<file path="config.mk">
export PLATFORM = sky130hd
export DESIGN_NAME = pmt_dev_end_flat
export DESIGN_NICKNAME = d
export VERILOG_FILES = /design/src/pmt_pkg.sv /design/src/pmt_if.sv /design/src/pmt_dev_end.sv /design/src/flat_wrapper.sv
export SDC_FILE = /design/constraint.sdc
export NUM_CORES = 1
export LEC_CHECK = 0
export ABC_CLOCK_PERIOD_IN_PS = 2800
export BUFFER_PORTS_ARGS = -buffer_cell sky130_fd_sc_hd__buf_2
export CORE_MARGIN = 8
export CORE_UTILIZATION = 45
export CTS_BUF_LIST = sky130_fd_sc_hd__clkbuf_8
export DETAILED_ROUTE_END_ITERATION = 16
export PLACE_DENSITY = 0.75
export SLEW_MARGIN = 25
export SYNTH_ARGS = -nofsm -noshare
export SYNTH_HDL_FRONTEND = slang
export SYNTH_SLANG_ARGS = --single-unit
</file>
<file path="constraint.sdc">
create_clock -name pclk -period 2.8 [get_ports pclk]
set_clock_uncertainty 0.2 [all_clocks]
set_input_delay 0.28 -clock pclk [delete_from_list [all_inputs] [get_ports pclk]]
set_output_delay 0.28 -clock pclk [all_outputs]
set_load 0.05 [all_outputs]
</file>
<file path="src/pmt_pkg.sv">
package pmt_pkg;

   // ------------------------------------------------------------
   // Power modes
   // ------------------------------------------------------------
   typedef enum logic [1:0] {
      PMT_ACTIVE,
      PMT_PSAVE,
      PMT_IDLE,
      PMT_HALT
   } pmt_mode_t;

   // ------------------------------------------------------------
   // Control/status byte layout
   // ------------------------------------------------------------
   localparam int PSAVE_REQ_BIT = 0;
   localparam int FAST_OFF_BIT = 1;
   localparam int IDLE_BIT = 2;
   localparam int HALT_BIT = 3;
   localparam int DEFER_BIT = 5;
   localparam int FSTB_BIT = 6;
   localparam int SSTB_BIT = 7;
   localparam logic [7:0] CSR_RESET = 8'h00;

   // ------------------------------------------------------------
   // Controller register map (APB byte addresses)
   // ------------------------------------------------------------
   localparam logic [7:0] REG_CSR = 8'h00;
   localparam logic [7:0] REG_WAIT = 8'h04;
   localparam logic [7:0] REG_STATUS = 8'h08;
   localparam logic [7:0] REG_NMI = 8'h0C;
   localparam logic [31:0] PRDATA_RESET = 32'h0000_0000;

   // ------------------------------------------------------------
   // Sizes and timing
   // ------------------------------------------------------------
   localparam int WAKE_CH = 16;
   // Fast clock divided by (255+1)*2 for the derived slow clock
   localparam int SLOW_DIV = 512;

endpackage : pmt_pkg

</file>
<file path="src/pmt_if.sv">
`timescale 1ns/100ps
`default_nettype none

interface pmt_if;
   import pmt_pkg::*;

   // ------------------------------------------------------------
   // CPU to sequencer
   // ------------------------------------------------------------
   logic csr_wr;
   logic [7:0] csr_wdata;
   logic wait_exec;
   logic nmi;

   // ------------------------------------------------------------
   // Sequencer to CPU
   // ------------------------------------------------------------
   logic [7:0] csr_rdata;
   pmt_mode_t mode;

   modport dev (
      input csr_wr,
      input csr_wdata,
      input wait_exec,
      input nmi,
      output csr_rdata,
      output mode
   );

   modport cpu (
      output csr_wr,
      output csr_wdata,
      output wait_exec,
      output nmi,
      input csr_rdata,
      input mode
   );

endinterface : pmt_if

`default_nettype wire

</file>
<file path="src/pmt_dev_end.sv">
`timescale 1ns/100ps
`default_nettype none

// How it works
// - Halt needs halt bit then wait
// - Halt from Active, Power Save or Idle
// - Writing power save zero returns Active
// - Power save bit reads one until Active or a wake
// - Software re-enables fast oscillator first
// - Wake-up goes straight to Active
// - Wake sources: NMI or any wake channel
// - Wake clears disable, waits fast stable
// - Stable flags mirror oscillator readiness
// - Switch waits for needed clock stable
// - No crystal: fast stops only in Halt
// - No crystal: wake into fast-clock Active
// - No crystal: Power Save on divided clock
// - Crystal pin low means derive slow clock
// - Byte layout, flags read-only, reset zero
// - Wake clears idle, halt, power save
// - Active to Save/Idle needs slow stable
// - Fast runs in Active, stops in Halt
module pmt_dev_end #(
   parameter int WAKE_CH = pmt_pkg::WAKE_CH,
   parameter int SLOW_DIV = pmt_pkg::SLOW_DIV
) (
   // Clock and reset
   input wire logic pclk,
   input wire logic presetn,
   input wire logic clk_en,
   // Link to the CPU
   pmt_if.dev link,
   // Oscillator status and crystal pin, asynchronous
   input wire logic fast_osc_good,
   input wire logic slow_osc_good,
   input wire logic slow_crystal_input,
   // Wake-up channels, same clock
   input wire logic [WAKE_CH-1:0] multi_input_wakeup_unit,
   // Clock unit controls
   output logic stop_fast_osc,
   output logic slow_clk_tick
);
   import pmt_pkg::*;

   localparam int DIV_W = (SLOW_DIV > 2) ? $clog2(SLOW_DIV) : 1;
   localparam logic [DIV_W-1:0] DIV_LAST = DIV_W'(SLOW_DIV - 1);
   localparam logic [DIV_W-1:0] DIV_ZERO = '0;

   // ------------------------------------------------------------
   // Synchronisers
   // ------------------------------------------------------------
   logic [2:0] sync_meta;
   logic [2:0] sync_out;

   always_ff @(posedge pclk or negedge presetn) begin
      if (!presetn) begin
         sync_meta <= 3'h0;
         sync_out <= 3'h0;
      end else if (clk_en) begin
         sync_meta <= {slow_crystal_input, slow_osc_good, fast_osc_good};
         sync_out <= sync_meta;
      end
   end

   wire fast_stable = sync_out[0];
   wire crystal_present = sync_out[2];
   // Derived slow clock is only as good as the fast clock feeding it
   wire slow_stable = crystal_present ? sync_out[1] : fast_stable;

   // ------------------------------------------------------------
   // State
   // ------------------------------------------------------------
   pmt_mode_t mode;
   pmt_mode_t target;
   pmt_mode_t next_target;
   pmt_mode_t wait_target;
   logic power_save_request;
   logic fast_osc_disable;
   logic idle_req;
   logic halt_req;
   logic defer_to_wait;
   logic [DIV_W-1:0] div_cnt;

   // ------------------------------------------------------------
   // Event decode
   // ------------------------------------------------------------
   wire wake = link.nmi | (|multi_input_wakeup_unit);
   wire wr = link.csr_wr;
   wire [7:0] wd = link.csr_wdata;
   wire settled = mode == target;
   wire in_low = mode != PMT_ACTIVE;
   wire sw_exit = wr & ~wd[PSAVE_REQ_BIT] & (mode == PMT_PSAVE)
                  & settled;
   wire sw_enter = wr & wd[PSAVE_REQ_BIT] & ~wd[DEFER_BIT]
                   & ~power_save_request & (mode == PMT_ACTIVE) & settled;
   wire wait_go = link.wait_exec & settled;
   wire need_slow = (mode == PMT_ACTIVE)
                    & ((target == PMT_PSAVE) | (target == PMT_IDLE));
   wire need_fast = target == PMT_ACTIVE;
   // Pending switch is held off while its clock is not stable
   wire go = ~settled & ~(need_slow & ~slow_stable)
             & ~(need_fast & ~fast_stable);
   wire into_active = go & (target == PMT_ACTIVE);
   wire into_psave = go & (target == PMT_PSAVE);

   // ------------------------------------------------------------
   // Destination on a wait instruction
   // ------------------------------------------------------------
   always_comb begin
      wait_target = mode;
      case (mode)
         PMT_ACTIVE: begin
            // Halt reachable from Active only with defer-to-wait
            if (defer_to_wait && halt_req) begin
               wait_target = PMT_HALT;
            end else if (defer_to_wait && idle_req) begin
               wait_target = PMT_IDLE;
            end else if (defer_to_wait && power_save_request) begin
               wait_target = PMT_PSAVE;
            end
         end
         PMT_PSAVE: begin
            if (halt_req) begin
               wait_target = PMT_HALT;
            end else if (idle_req) begin
               wait_target = PMT_IDLE;
            end
         end
         PMT_IDLE: begin
            // Both bits set: Idle steps on to Halt
            if (halt_req) begin
               wait_target = PMT_HALT;
            end
         end
         default: begin
            wait_target = mode;
         end
      endcase
   end

   always_comb begin
      next_target = target;
      if (wake && (in_low || !settled)) begin
         next_target = PMT_ACTIVE;
      end else if (sw_exit) begin
         next_target = PMT_ACTIVE;
      end else if (sw_enter) begin
         next_target = PMT_PSAVE;
      end else if (wait_go) begin
         next_target = wait_target;
      end
   end

   // ------------------------------------------------------------
   // Mode machine
   // ------------------------------------------------------------
   always_ff @(posedge pclk or negedge presetn) begin
      if (!presetn) begin
         mode <= PMT_ACTIVE;
         target <= PMT_ACTIVE;
      end else if (clk_en) begin
         target <= next_target;
         if (go) begin
            mode <= target;
         end
      end
   end

   // ------------------------------------------------------------
   // Control/status bits
   // ------------------------------------------------------------
   always_ff @(posedge pclk or negedge presetn) begin
      if (!presetn) begin
         power_save_request <= CSR_RESET[PSAVE_REQ_BIT];
         defer_to_wait <= CSR_RESET[DEFER_BIT];
      end else if (clk_en) begin
         if (wr) begin
            defer_to_wait <= wd[DEFER_BIT];
         end
         // Hardware completion wins over a software write
         if (wake) begin
            power_save_request <= 1'b0;
         end else if (into_psave) begin
            power_save_request <= 1'b1;
         end else if (into_active) begin
            power_save_request <= 1'b0;
         end else if (wr && wd[PSAVE_REQ_BIT] && wd[DEFER_BIT]) begin
            power_save_request <= 1'b1;
         end else if (wr && !wd[PSAVE_REQ_BIT] && mode != PMT_PSAVE) begin
            power_save_request <= 1'b0;
         end
      end
   end

   always_ff @(posedge pclk or negedge presetn) begin
      if (!presetn) begin
         fast_osc_disable <= CSR_RESET[FAST_OFF_BIT];
         idle_req <= CSR_RESET[IDLE_BIT];
         halt_req <= CSR_RESET[HALT_BIT];
      end else if (clk_en) begin
         if (wake) begin
            fast_osc_disable <= 1'b0;
            idle_req <= 1'b0;
            halt_req <= 1'b0;
         end else if (wr) begin
            fast_osc_disable <= wd[FAST_OFF_BIT];
            idle_req <= wd[IDLE_BIT];
            halt_req <= wd[HALT_BIT];
         end
      end
   end

   // ------------------------------------------------------------
   // Oscillator control
   // ------------------------------------------------------------
   wire halted = (mode == PMT_HALT) & (target == PMT_HALT);
   // Without a crystal the fast clock feeds the slow one, so keep it
   wire low_fast_off = crystal_present & fast_osc_disable
                       & ((mode == PMT_PSAVE) | (mode == PMT_IDLE));
   wire next_stop_fast = halted | low_fast_off;
   wire div_run = ~crystal_present & fast_stable;
   wire div_wrap = div_cnt == DIV_LAST;

   always_ff @(posedge pclk or negedge presetn) begin
      if (!presetn) begin
         stop_fast_osc <= 1'b0;
         slow_clk_tick <= 1'b0;
         div_cnt <= DIV_ZERO;
      end else if (clk_en) begin
         stop_fast_osc <= next_stop_fast;
         slow_clk_tick <= div_run & div_wrap;
         if (!div_run || div_wrap) begin
            div_cnt <= DIV_ZERO;
         end else begin
            div_cnt <= div_cnt + 1'b1;
         end
      end
   end

   // ------------------------------------------------------------
   // Readback to the CPU
   // ------------------------------------------------------------
   wire [7:0] next_rdata = {slow_stable, fast_stable, defer_to_wait, 1'b0,
                            halt_req, idle_req, fast_osc_disable,
                            power_save_request};

   always_ff @(posedge pclk or negedge presetn) begin
      if (!presetn) begin
         link.csr_rdata <= CSR_RESET;
         link.mode <= PMT_ACTIVE;
      end else if (clk_en) begin
         link.csr_rdata <= next_rdata;
         link.mode <= mode;
      end
   end

endmodule : pmt_dev_end

`default_nettype wire

</file>
<file path="src/flat_wrapper.sv">
// flat-port wrapper written by rule: the top's interface ports become plain ports
module pmt_dev_end_flat import pmt_pkg::*;
#(
   parameter int WAKE_CH = pmt_pkg::WAKE_CH,
   parameter int SLOW_DIV = pmt_pkg::SLOW_DIV
)
  (pclk, presetn, clk_en, fast_osc_good, slow_osc_good, slow_crystal_input, multi_input_wakeup_unit, stop_fast_osc, slow_clk_tick, link_csr_wr, link_csr_wdata, link_wait_exec, link_nmi, link_csr_rdata, link_mode);
  pmt_if link_i ();
  input wire logic pclk;
  input wire logic presetn;
  input wire logic clk_en;
  input wire logic fast_osc_good;
  input wire logic slow_osc_good;
  input wire logic slow_crystal_input;
  input wire logic [WAKE_CH-1:0] multi_input_wakeup_unit;
  output logic stop_fast_osc;
  output logic slow_clk_tick;
  input wire logic [$bits(link_i.csr_wr)-1:0] link_csr_wr;
  input wire logic [$bits(link_i.csr_wdata)-1:0] link_csr_wdata;
  input wire logic [$bits(link_i.wait_exec)-1:0] link_wait_exec;
  input wire logic [$bits(link_i.nmi)-1:0] link_nmi;
  output wire logic [$bits(link_i.csr_rdata)-1:0] link_csr_rdata;
  output wire logic [$bits(link_i.mode)-1:0] link_mode;
  assign link_i.csr_wr = link_csr_wr;
  assign link_i.csr_wdata = link_csr_wdata;
  assign link_i.wait_exec = link_wait_exec;
  assign link_i.nmi = link_nmi;
  assign link_csr_rdata = link_i.csr_rdata;
  assign link_mode = link_i.mode;
  pmt_dev_end #(.WAKE_CH(WAKE_CH), .SLOW_DIV(SLOW_DIV)) u_core (.pclk(pclk), .presetn(presetn), .clk_en(clk_en), .link(link_i), .fast_osc_good(fast_osc_good), .slow_osc_good(slow_osc_good), .slow_crystal_input(slow_crystal_input), .multi_input_wakeup_unit(multi_input_wakeup_unit), .stop_fast_osc(stop_fast_osc), .slow_clk_tick(slow_clk_tick));
endmodule
</file>
==> results of run 1 <==
## state kept, by name, summed over array words and instances (netlist names), 2 cells and up
signal,cells
u_core.sync_out,3
u_core.sync_meta,3
u_core.link.mode,2
u_core.mode,2
u_core.div_cnt,9
u_core.link.csr_rdata,7
u_core.target,2
## final cells by class
class                           instances  area share (%)
Clock buffer                            5           3.154
Sequential cell                        35           40.14
Inverter                               11           1.892
Timing Repair Buffer                   42           9.977
Multi-Input combinational cell        129           41.40
Tap cell                               50           2.867
Clock inverter                          3          0.5734
## power groups by stage
stage	clock network, mW	logic, mW	registers [mW]
2_1_floorplan	0	0.330	0.685
4_1_cts	0.360	0.520	0.623
5_1_grt	0.375	0.582	0.633
6_report	0.343	0.518	0.623
3_5_place_dp	0	0.515	0.632
3_3_place_gp	0	0.502	0.631
## metrics by stage
step                total power, mW  util, %  setup WS [ns]
finish                        1.484    54.95         0.5987
global route                  1.590    54.95         0.2849
CTS                           1.502    54.95         0.6082
detailed placement            1.148    52.65         0.6316
global placement              1.132    52.65         0.6480
floorplan                     1.015        -         0.8251
## placed cells by master (no fill, tap or decap), types with 2 or more instances in the layout
cell type	synthesis	final
nor3b_1	2	2
o22ai_1	4	4
a21oi_1	14	14
xnor2_1	2	2
clkbuf_8	0	5
nor2_1	11	11
mux2_2	14	14
nand2_1	13	13
dfrtp_1	35	35
nor4_1	3	3
nand4_1	4	4
a22o_1	5	5
nand2b_1	2	2
nand3b_1	2	2
nor2b_1	2	2
buf_2	0	40
o21ai_0	10	10
inv_1	11	13
nand3_1	9	9
ha_1	10	10
a31oi_1	3	3
xor2_1	2	2
## worst paths after layout
| kind | from | endpoint | slack (ns) | cells after the start |
|---|---|---|---|---|
| min in group asynchronous | presetn | u_core.link.csr_rdata[3] | 0.39 | 2 |
| max | u_core.div_cnt[0] | u_core.div_cnt[6] | 0.60 | 8 |
| min reg2reg | u_core.sync_meta[2] | u_core.sync_out[2] | 0.30 | 2 |
| max reg2reg | u_core.div_cnt[0] | u_core.div_cnt[6] | 0.60 | 8 |
| min | link_csr_wdata[1] | u_core.fast_osc_disable | 0.02 | 2 |
| max in group asynchronous | presetn | u_core.link.mode[1] | 1.51 | 2 |
## routing by layer
layer | part of all wire (%) | up-vias | global-route usage [%]
met5 | 0 | - | 0
met4 | 2.8 | 0 | 8.364
met3 | 6.4 | 9 | 3.013
met2 | 46 | 45 | 20.53
met1 | 45 | 712 | 16.89
li1 | - | 738 | -
## logic make-up (layout without fill, tap and decap cells)
kind of cell,count (synthesis),in the layout
AO/OA/AOI/OAI,48,48
buffers and inverters,17,61
multiplexers,15,15
AND/OR/NAND/NOR,51,51
XOR/XNOR,4,4
adder cells (fa/ha/maj),10,10
flip-flops,35,35
other,1,1
## worst max-delay path, cell delays in order (launching register included)
cell     delay [ns]
dfrtp_1        0.42
ha_1           0.24
nand3_1        0.16
nor2_1         0.07
and3_1         0.18
ha_1           0.19
nor2b_1        0.24
nand2_1        0.11
o41ai_1        0.27
==> run_results.csv, run 1 <==
group,metric,value,unit
logic_synthesis,synth_compound_area_share,16.80,%
logic_synthesis,synth.area.mux_share,9.079,%
clock_network,cts_buffers,5,
power,seqPwrFrac,42.0,%
logic_synthesis,yosysWarnings,0,
run_status,status,"finished clean",
power,clkPwrFrac,23.1,%
finish,finalNetCount,267,
logic_synthesis,synth_cell_type_count,40,
logic_synthesis,syn_avg_cell_area,10.20,µm²
placed_design,numPlacedInstances,266,
hold_path,min_path_type,"in -> reg",
finish,area_growth,18.16,%
timing,setup_tns,0,ns
timing,post-route-min-period,2.201,ns
detailed_routing,dr_total_vias,1504,
clock_network,cts_tree,"built",
power,p_per_area,680.2,nW/µm²
logic_synthesis,synth_top_family_by_area,"compound AO/OA/AOI/OAI gates",
timing,worstMarginPinSlew,0.7587,ns
detailed_routing,antenna_left,0,
clock_network,ctsResizeCount,0,
power,power.switching,0.5560,mW
floorplanning,dieArea,6410,µm²
clock_network,clk_pin_slew,0.07,ns
global_routing,antenna_found_initial,0,
logic_synthesis,ys_seq_area_share,47.43,%
logic_synthesis,yosysMostFrequentCell,"dfrtp_1",
logic_synthesis,synthTopCellsByArea,"dfrtp_1, mux2_2, ha_1",
run,drv_cap,0,
global_routing,gr-total-overflow,0,
floorplanning,rows,23,
logic_synthesis,synth_nets,224,
logic_synthesis,synthArstFlopShare,100.0,%
detailed_routing,viasPerCell,5.469,
floorplanning,die_w,80.06,µm
clock_network,cts-root-buf,"clkbuf_8",
worst_setup_path,critPathMaxFanout,4,
placed_design,dpl_cell_area,2091,µm²
detailed_routing,drc_errors,0,
power,p_leak,1.047,nW
clock_network,cts_buffer_depth,2,
worst_setup_path,start_kind,"flip-flop",
clock_network,cts.sinks,35,
timing,slew_headroom,49.42,%
worst_setup_path,required,2.77,ns
logic_synthesis,yosys.area_share.simple,14.16,%
timing,fmax,0.4543,GHz
placed_design,routabilityCongestion,0.8553,
timing,fin_crit_sh,78.62,%
timing,setup_viol,0,
detailed_routing,routed_wl,4038,µm
floorplanning,die_h,80.06,µm
logic_synthesis,synth_edf_count,0,
clock_network,cts_post_setup_buffers_inserted,0,
power,p_int,0.9282,mW
logic_synthesis,yosys.area.top_type,"dfrtp_1",
logic_synthesis,synth-seq-cells,35,
finish,multi_input_area,903.4,µm²
clock_network,clk_latency,0.29,ns
finish,antenna_cells,0,
global_routing,grt_util_all_layers,13.47,%
clock_network,htree_levels,2,
timing,hold_viol_final,0,
detailed_routing,first_pass_iters,4,
logic_synthesis,synth_common_cells,"dfrtp_1, a21oi_1, mux2_2, nand2_1",
placed_design,place_hpwl,2929,µm
floorplanning,ios,45,
detailed_routing,wl_per_cell,14.68,µm
power,comb_power_share,34.9,%
worst_setup_path,path_class,"reg -> reg",
power,ir_drop,331.4,µV
clock_network,hold_buffers,1,
timing,timing.final.max_slew_violations,0,
detailed_routing,drtIter0Drc,78,
floorplanning,initial_core_util,46.50,%
logic_synthesis,synth_xor_xnor_area_share,1.897,%
worst_setup_path,end_kind,"flip-flop",
logic_synthesis,synth_cells,181,
timing,whs,0.02055,ns
timing,rsz0062_at_grt,"false",
floorplanning,coreArea,3971,µm²
finish,fill_cells,366,
finish,drive_gt1_share,28.00,%
logic_synthesis,synth_top_area_share,47.43,%
global_routing,grt_max_degree,36,
logic_synthesis,netlist_area,1847,µm²
global_routing,grt_pass1_wl,6872,µm
finish,layout.cells.non_filler,275,
global_routing,grt_pass1_vias,1542,
placed_design,numPortBuffers,40,
logic_synthesis,ys.flop_type,"dfrtp_1",
finish,fin_area,2182,µm²
finish,seq_area,875.8,µm²
power,power_switching_share,37.46,%
logic_synthesis,synthAdderAreaFrac,6.775,%
worst_setup_path,crit_arrival,2.17,ns
Note: power is estimated with default switching activity, not from simulation.
==> run 2: changes to the inputs <==
Settings changed: ABC_CLOCK_PERIOD_IN_PS 2800 to 2000, PLACE_DENSITY 0.75 to 0.78.
Clock period 2.8 ns to 2 ns, I/O delays scaled along.
==> run 2 against run 1 <==
  * Fmax grew 15%
  * Critical path type unchanged
  * Register-to-register slack got worse by 0.51 ns
  * Worst hold slack gained 0.036 ns
  * Largest cell class unchanged
  * Count of clock-buffer cells in the layout is 1 higher
  * Cell count rose by 7.3%
==> run_results.csv, run 2 (synthesis gave the netlist of run 1 again) <==
group,metric,value,unit
timing,fin_crit_sh,95.69,%
clock_network,cts_buffers,5,
power,seqPwrFrac,35.3,%
detailed_routing,wl_per_cell,15.37,µm
floorplanning,dieArea,6410,µm²
detailed_routing,dr_total_vias,1590,
timing,fmax,0.5225,GHz
power,comb_power_share,37.9,%
finish,finalNetCount,287,
finish,reg_top3,"u_core.div_cnt (9), u_core.link.csr_rdata (7)",
finish,area_growth,33.06,%
run,drv_cap,0,
global_routing,grt_pass1_vias,1575,
run_status,status,"finished clean",
worst_setup_path,end_kind,"flip-flop",
clock_network,cts_buffer_depth,2,
floorplanning,coreArea,3971,µm²
detailed_routing,first_pass_iters,4,
hold_path,min_path_type,"in -> reg",
global_routing,gr-total-overflow,0,
clock_network,cts.sinks,35,
timing,timing.final.max_slew_violations,0,
detailed_routing,antenna_left,0,
power,power_switching_share,34.81,%
timing,post-route-min-period,1.914,ns
floorplanning,die_h,80.06,µm
timing,setup_viol,0,
floorplanning,die_w,80.06,µm
placed_design,numPortBuffers,40,
global_routing,antenna_found_initial,0,
clock_network,clk_latency,0.29,ns
clock_network,cts-root-buf,"clkbuf_8",
floorplanning,initial_core_util,46.50,%
floorplanning,ios,45,
timing,rsz0062_at_grt,"true",
placed_design,place_hpwl,3121,µm
finish,largest_reg_flops,9,
worst_setup_path,required,1.99,ns
clock_network,htree_levels,2,
finish,largest-register,"u_core.div_cnt",
clock_network,cts_tree,"built",
global_routing,grt_util_all_layers,14.53,%
finish,drive_gt1_share,38.37,%
worst_setup_path,path_class,"reg -> reg",
placed_design,routabilityCongestion,0.8648,
power,p_int,1.604,mW
finish,final_cell_mix,"buf_2, dfrtp_1, mux2_2, buf_4, a21oi_1",
timing,hold_viol_final,0,
worst_setup_path,critPathMaxFanout,3,
power,power.switching,0.8568,mW
worst_setup_path,crit_arrival,1.91,ns
detailed_routing,viasPerCell,5.390,
power,power,2.461,mW
worst_setup_path,start_kind,"flip-flop",
global_routing,grt_max_degree,36,
power,p_per_area,1002,nW/µm²
timing,worstMarginPinSlew,0.7628,ns
timing,whs,0.05683,ns
detailed_routing,routed_wl,4534,µm
finish,fin_util,61.88,%
power,p_leak,1.170,nW
floorplanning,rows,23,
detailed_routing,drc_errors,0,
finish,final_common_cell,"buf_2",
finish,antenna_cells,0,
detailed_routing,drtIter0Drc,87,
global_routing,grt_pass1_wl,7362,µm
power,ir_drop,605.4,µV
clock_network,clk_pin_slew,0.07,ns
timing,slew_headroom,49.15,%
power,clkPwrFrac,26.8,%
==> run 2: cell count changes in the layout (fill, tap and decap cells not counted), sizes merged <==
cell and change:
inv -2, buf +13, bufinv +1, clkbuf +1, dlygate4sd3 +7
==> run 2: area by class of cell <==
class	count	area, µm²
tap	50	62.56
fill	338	1514
inverter	11	41.29
timing repair buffer	62	385.4
clock inverter	2	35.03
clock buffer	6	82.58
sequential	35	879.6
multi-input combinational	129	970.9
==> run 2: worst max-delay path: stages (launching register included) <==
cell and delay, ns:
dfrtp_1 0.39, ha_2 0.21, nand3_2 0.08, nor2_1 0.05, and3_1 0.19, ha_2 0.20, nor2b_2 0.14, nand2_2 0.08
o41ai_2 0.27
==> run 2: path summary, 6_finish.rpt <==
kind | startpoint | end | slack (ns) | cells past startpoint
max | u_core.div_cnt[0] | u_core.div_cnt[6] | 0.09 | 8
min reg2reg | u_core.sync_meta[2] | u_core.sync_out[2] | 0.28 | 2
min in group asynchronous | presetn | u_core.halt_req | 0.31 | 2
min | multi_input_wakeup_unit[14] | u_core.power_save_request | 0.06 | 3
max reg2reg | u_core.div_cnt[0] | u_core.div_cnt[6] | 0.09 | 8
max in group asynchronous | presetn | u_core.target[0] | 0.74 | 2
==> run 2: power by group through the flow <==
stage / clock, mW / combinational (mW) / sequential, mW
global route: 0.710 / 1.03 / 0.882
global placement: 0 / 0.785 / 0.865
floorplan: 0 / 0.462 / 0.959
CTS: 0.679 / 0.840 / 0.857
detailed placement: 0 / 0.811 / 0.871
finish: 0.660 / 0.933 / 0.869
==> run 2: per-stage QoR <==
stage	std cells	TNS, ns	setup WS [ns]	area, µm²
after floorplan	181	0	0.02512	1847
after global placement	278	0	0.07673	2181
after detailed placement	278	0	0.004093	2181
after CTS	294	0	0.01084	2381
after global routing	295	-0.05684	-0.03489	2457
final	295	0	0.08621	2457
==> run 2: timing repair <==
| item | CTS | global route |
|---|---|---|
| pin swaps | 0 | 1 |
| gates cloned | 0 | 0 |
| setup endpoints to repair | 2 | 12 |
| hold endpoints to repair | 42 | 0 |
| setup buffers | 0 | 1 |
| hold buffers | 8 | 0 |
| resized for setup | 1 | 20 |
==> run 2: routing by layer <==
layer,GRT usage [%],part of all wire [%],vias to the layer above
met3,3.125,5.5,8
met2,23.93,50,45
li1,-,-,778
met4,7.091,2.1,0
met1,17.51,42,759
met5,0,0,-
==> run 3: changes to the inputs <==
Settings changed: CTS_BUF_LIST sky130_fd_sc_hd__clkbuf_8 to sky130_fd_sc_hd__clkbuf_4.
==> run 3 against run 2 <==
  * Global-route usage increased by 0.12 points
  * Sequential power decreased by 1%
  * Setup slack got worse by 0.019 ns
  * Clock power decreased by 25%
  * Via count increased by 1.1%
  * Cell count increased by 1.4%
  * Worst hold slack got worse by 0.036 ns
  * Wire length about the same
  * Critical path type unchanged
==> run_results.csv, run 3 (synthesis gave the netlist of run 1 again) <==
group,metric,value,unit
clock_network,htree_levels,2,
floorplanning,ios,45,
worst_setup_path,slowest_stage,"dfrtp_2",
timing,worstMarginPinSlew,0.7833,ns
worst_setup_path,critPathMaxStageDelay,0.43,ns
run,drv_cap,0,
finish,antenna_cells,0,
timing,post-route-min-period,1.933,ns
detailed_routing,first_pass_iters,4,
clock_network,cts_buffer_depth,2,
worst_setup_path,path_class,"reg -> reg",
worst_setup_path,start_kind,"flip-flop",
finish,reg_top3,"u_core.div_cnt (9), u_core.link.csr_rdata (7)",
worst_setup_path,critPathMaxFanout,3,
hold_path,hold_start,"multi_input_wakeup_unit[12]",
worst_setup_path,crit_arrival,1.96,ns
detailed_routing,dr_total_vias,1608,
global_routing,grt_max_degree,36,
detailed_routing,drtIter0Drc,96,
global_routing,grt_util_all_layers,14.65,%
worst_setup_path,ff2ff_setup_slack,0.07,ns
floorplanning,die_h,80.06,µm
finish,largest-register,"u_core.div_cnt",
hold_path,min_delay_worst_endpoint,"u_core.power_save_request",
finish,largest_reg_flops,9,
hold_path,min_path_cells,3,
finish,finalNetCount,291,
timing,fin_ws,0.06689,ns
timing,hold_viol_final,0,
finish,final_common_cell,"buf_2",
global_routing,grt_pass1_wl,7445,µm
timing,rsz0062_at_grt,"true",
timing,fin_crit_sh,96.66,%
detailed_routing,viasPerCell,5.378,
run_status,status,"finished clean",
floorplanning,rows,23,
timing,setup_viol,0,
clock_network,clk_pin_slew,0.10,ns
power,ir_drop,512.1,µV
global_routing,antenna_found_initial,0,
floorplanning,die_w,80.06,µm
worst_setup_path,end_kind,"flip-flop",
placed_design,place_hpwl,3121,µm
global_routing,gr-total-overflow,0,
power,power,2.330,mW
worst_setup_path,path_cells,"buf_4 > ha_2 > o22ai_2 > a21oi_1 > a311o_1 > a21o_1 > a22o_1",
finish,drive_gt1_share,36.95,%
worst_setup_path,timing.rr.end,"u_core.target[0]",
placed_design,numPortBuffers,40,
power,p_leak,1.171,nW
detailed_routing,wl_per_cell,15.17,µm
worst_setup_path,required,2.03,ns
clock_network,cts-root-buf,"clkbuf_4",
floorplanning,dieArea,6410,µm²
worst_setup_path,reg2reg_from,"u_core.mode[0]",
timing,timing.final.max_slew_violations,0,
timing,slew_headroom,47.78,%
clock_network,clk_latency,0.34,ns
placed_design,dpl_cell_area,2181,µm²
detailed_routing,antenna_left,0,
detailed_routing,routed_wl,4536,µm
hold_path,min_path_type,"in -> reg",
clock_network,cts.sinks,35,
finish,area_growth,32.45,%
floorplanning,initial_core_util,46.50,%
finish,fin_area,2446,µm²
clock_network,cts_buffers,5,
power,p_per_area,952.3,nW/µm²
finish,final_cell_mix,"buf_2, dfrtp_1, buf_4, mux2_2",
timing,fmax,0.5173,GHz
floorplanning,coreArea,3971,µm²
placed_design,routabilityCongestion,0.8648,
global_routing,grt_pass1_vias,1583,
worst_setup_path,worst-r2r-cell-count,7,
detailed_routing,drc_errors,0,
clock_network,cts_tree,"built",
placed_design,pre_cts_ws,0.004093,ns
[run 3: cell types whose count changed in the layout (fill, tap and decap cells not counted), moves of 2 or more]
cell	delta
buf_4	+2
clkbuf_4	+5
dlygate4sd3_1	+2
clkbuf_8	-6
[run 3: layer usage]
| metal | up-vias | track usage (%) | part of all wire, % | wire [µm] |
|---|---|---|---|---|
| li1 | 791 | - | - | - |
| met1 | 757 | 17.67 | 42 | 1912 |
| met2 | 52 | 24.09 | 49 | 2233 |
| met3 | 8 | 4.129 | 6.5 | 293 |
| met4 | 0 | 5.636 | 2.1 | 97 |
| met5 | - | 0 | 0 | 0 |
[run 3: final cells by class]
| cell class | instances | area (µm²) |
|---|---|---|
| clock inverters | 3 | 38.79 |
| repair buffers | 66 | 420.4 |
| inverters | 11 | 41.29 |
| multi-input cells | 129 | 965.9 |
| fillers | 339 | 1525 |
| well taps | 50 | 62.56 |
| clock buffers | 5 | 37.54 |
| flip-flops and latches | 35 | 879.6 |
[run 3: worst max path at each step]
stage                       from                         to  slack (ns)
2_1_floorplan  u_core.div_cnt[0]          u_core.div_cnt[6]        0.03
3_3_place_gp   u_core.div_cnt[0]          u_core.div_cnt[6]        0.08
3_5_place_dp   u_core.div_cnt[0]          u_core.div_cnt[2]       0.004
4_1_cts        u_core.div_cnt[0]          u_core.div_cnt[6]       0.002
5_1_grt         u_core.target[1]  u_core.power_save_request       -0.03
6_report          u_core.mode[0]           u_core.target[0]        0.07
[run 3: timing repair]
| item | CTS | global route |
|---|---|---|
| hold endpoints to repair | 42 | 1 |
| hold buffers | 8 | 2 |
| resized for setup | 2 | 16 |
| buffers inserted | 0 | 3 |
| cloned | 0 | 0 |
| setup endpoints to repair | 4 | 12 |
[run 3: power breakdown]
part           internal [mW]  total, mW  switching, mW  leakage, nW
logic                  0.437      0.976          0.539        0.670
clock network          0.257      0.494          0.238       0.0426
registers              0.789      0.859         0.0696        0.458
[run 3: worst max-delay path, delay by kind of cell (launching register included)]
family / cells / cell delay (ns)
adder cells (fa/ha/maj): 1 / 0.19
buffers and inverters: 1 / 0.15
AO/OA/AOI/OAI: 5 / 0.85
flip-flops: 1 / 0.43
[run 3: through the flow]
step	utilization (%)	cells	setup TNS, ns	hold WS [ns]
3_3_place_gp	54.91	278	0	0.1075
6_report	61.59	299	0	0.02044
3_5_place_dp	54.91	278	0	0.1256
2_1_floorplan	-	181	0	-0.2956
4_1_cts	58.98	294	0	0.004219
5_1_grt	61.59	299	-0.04020	-0.0007309
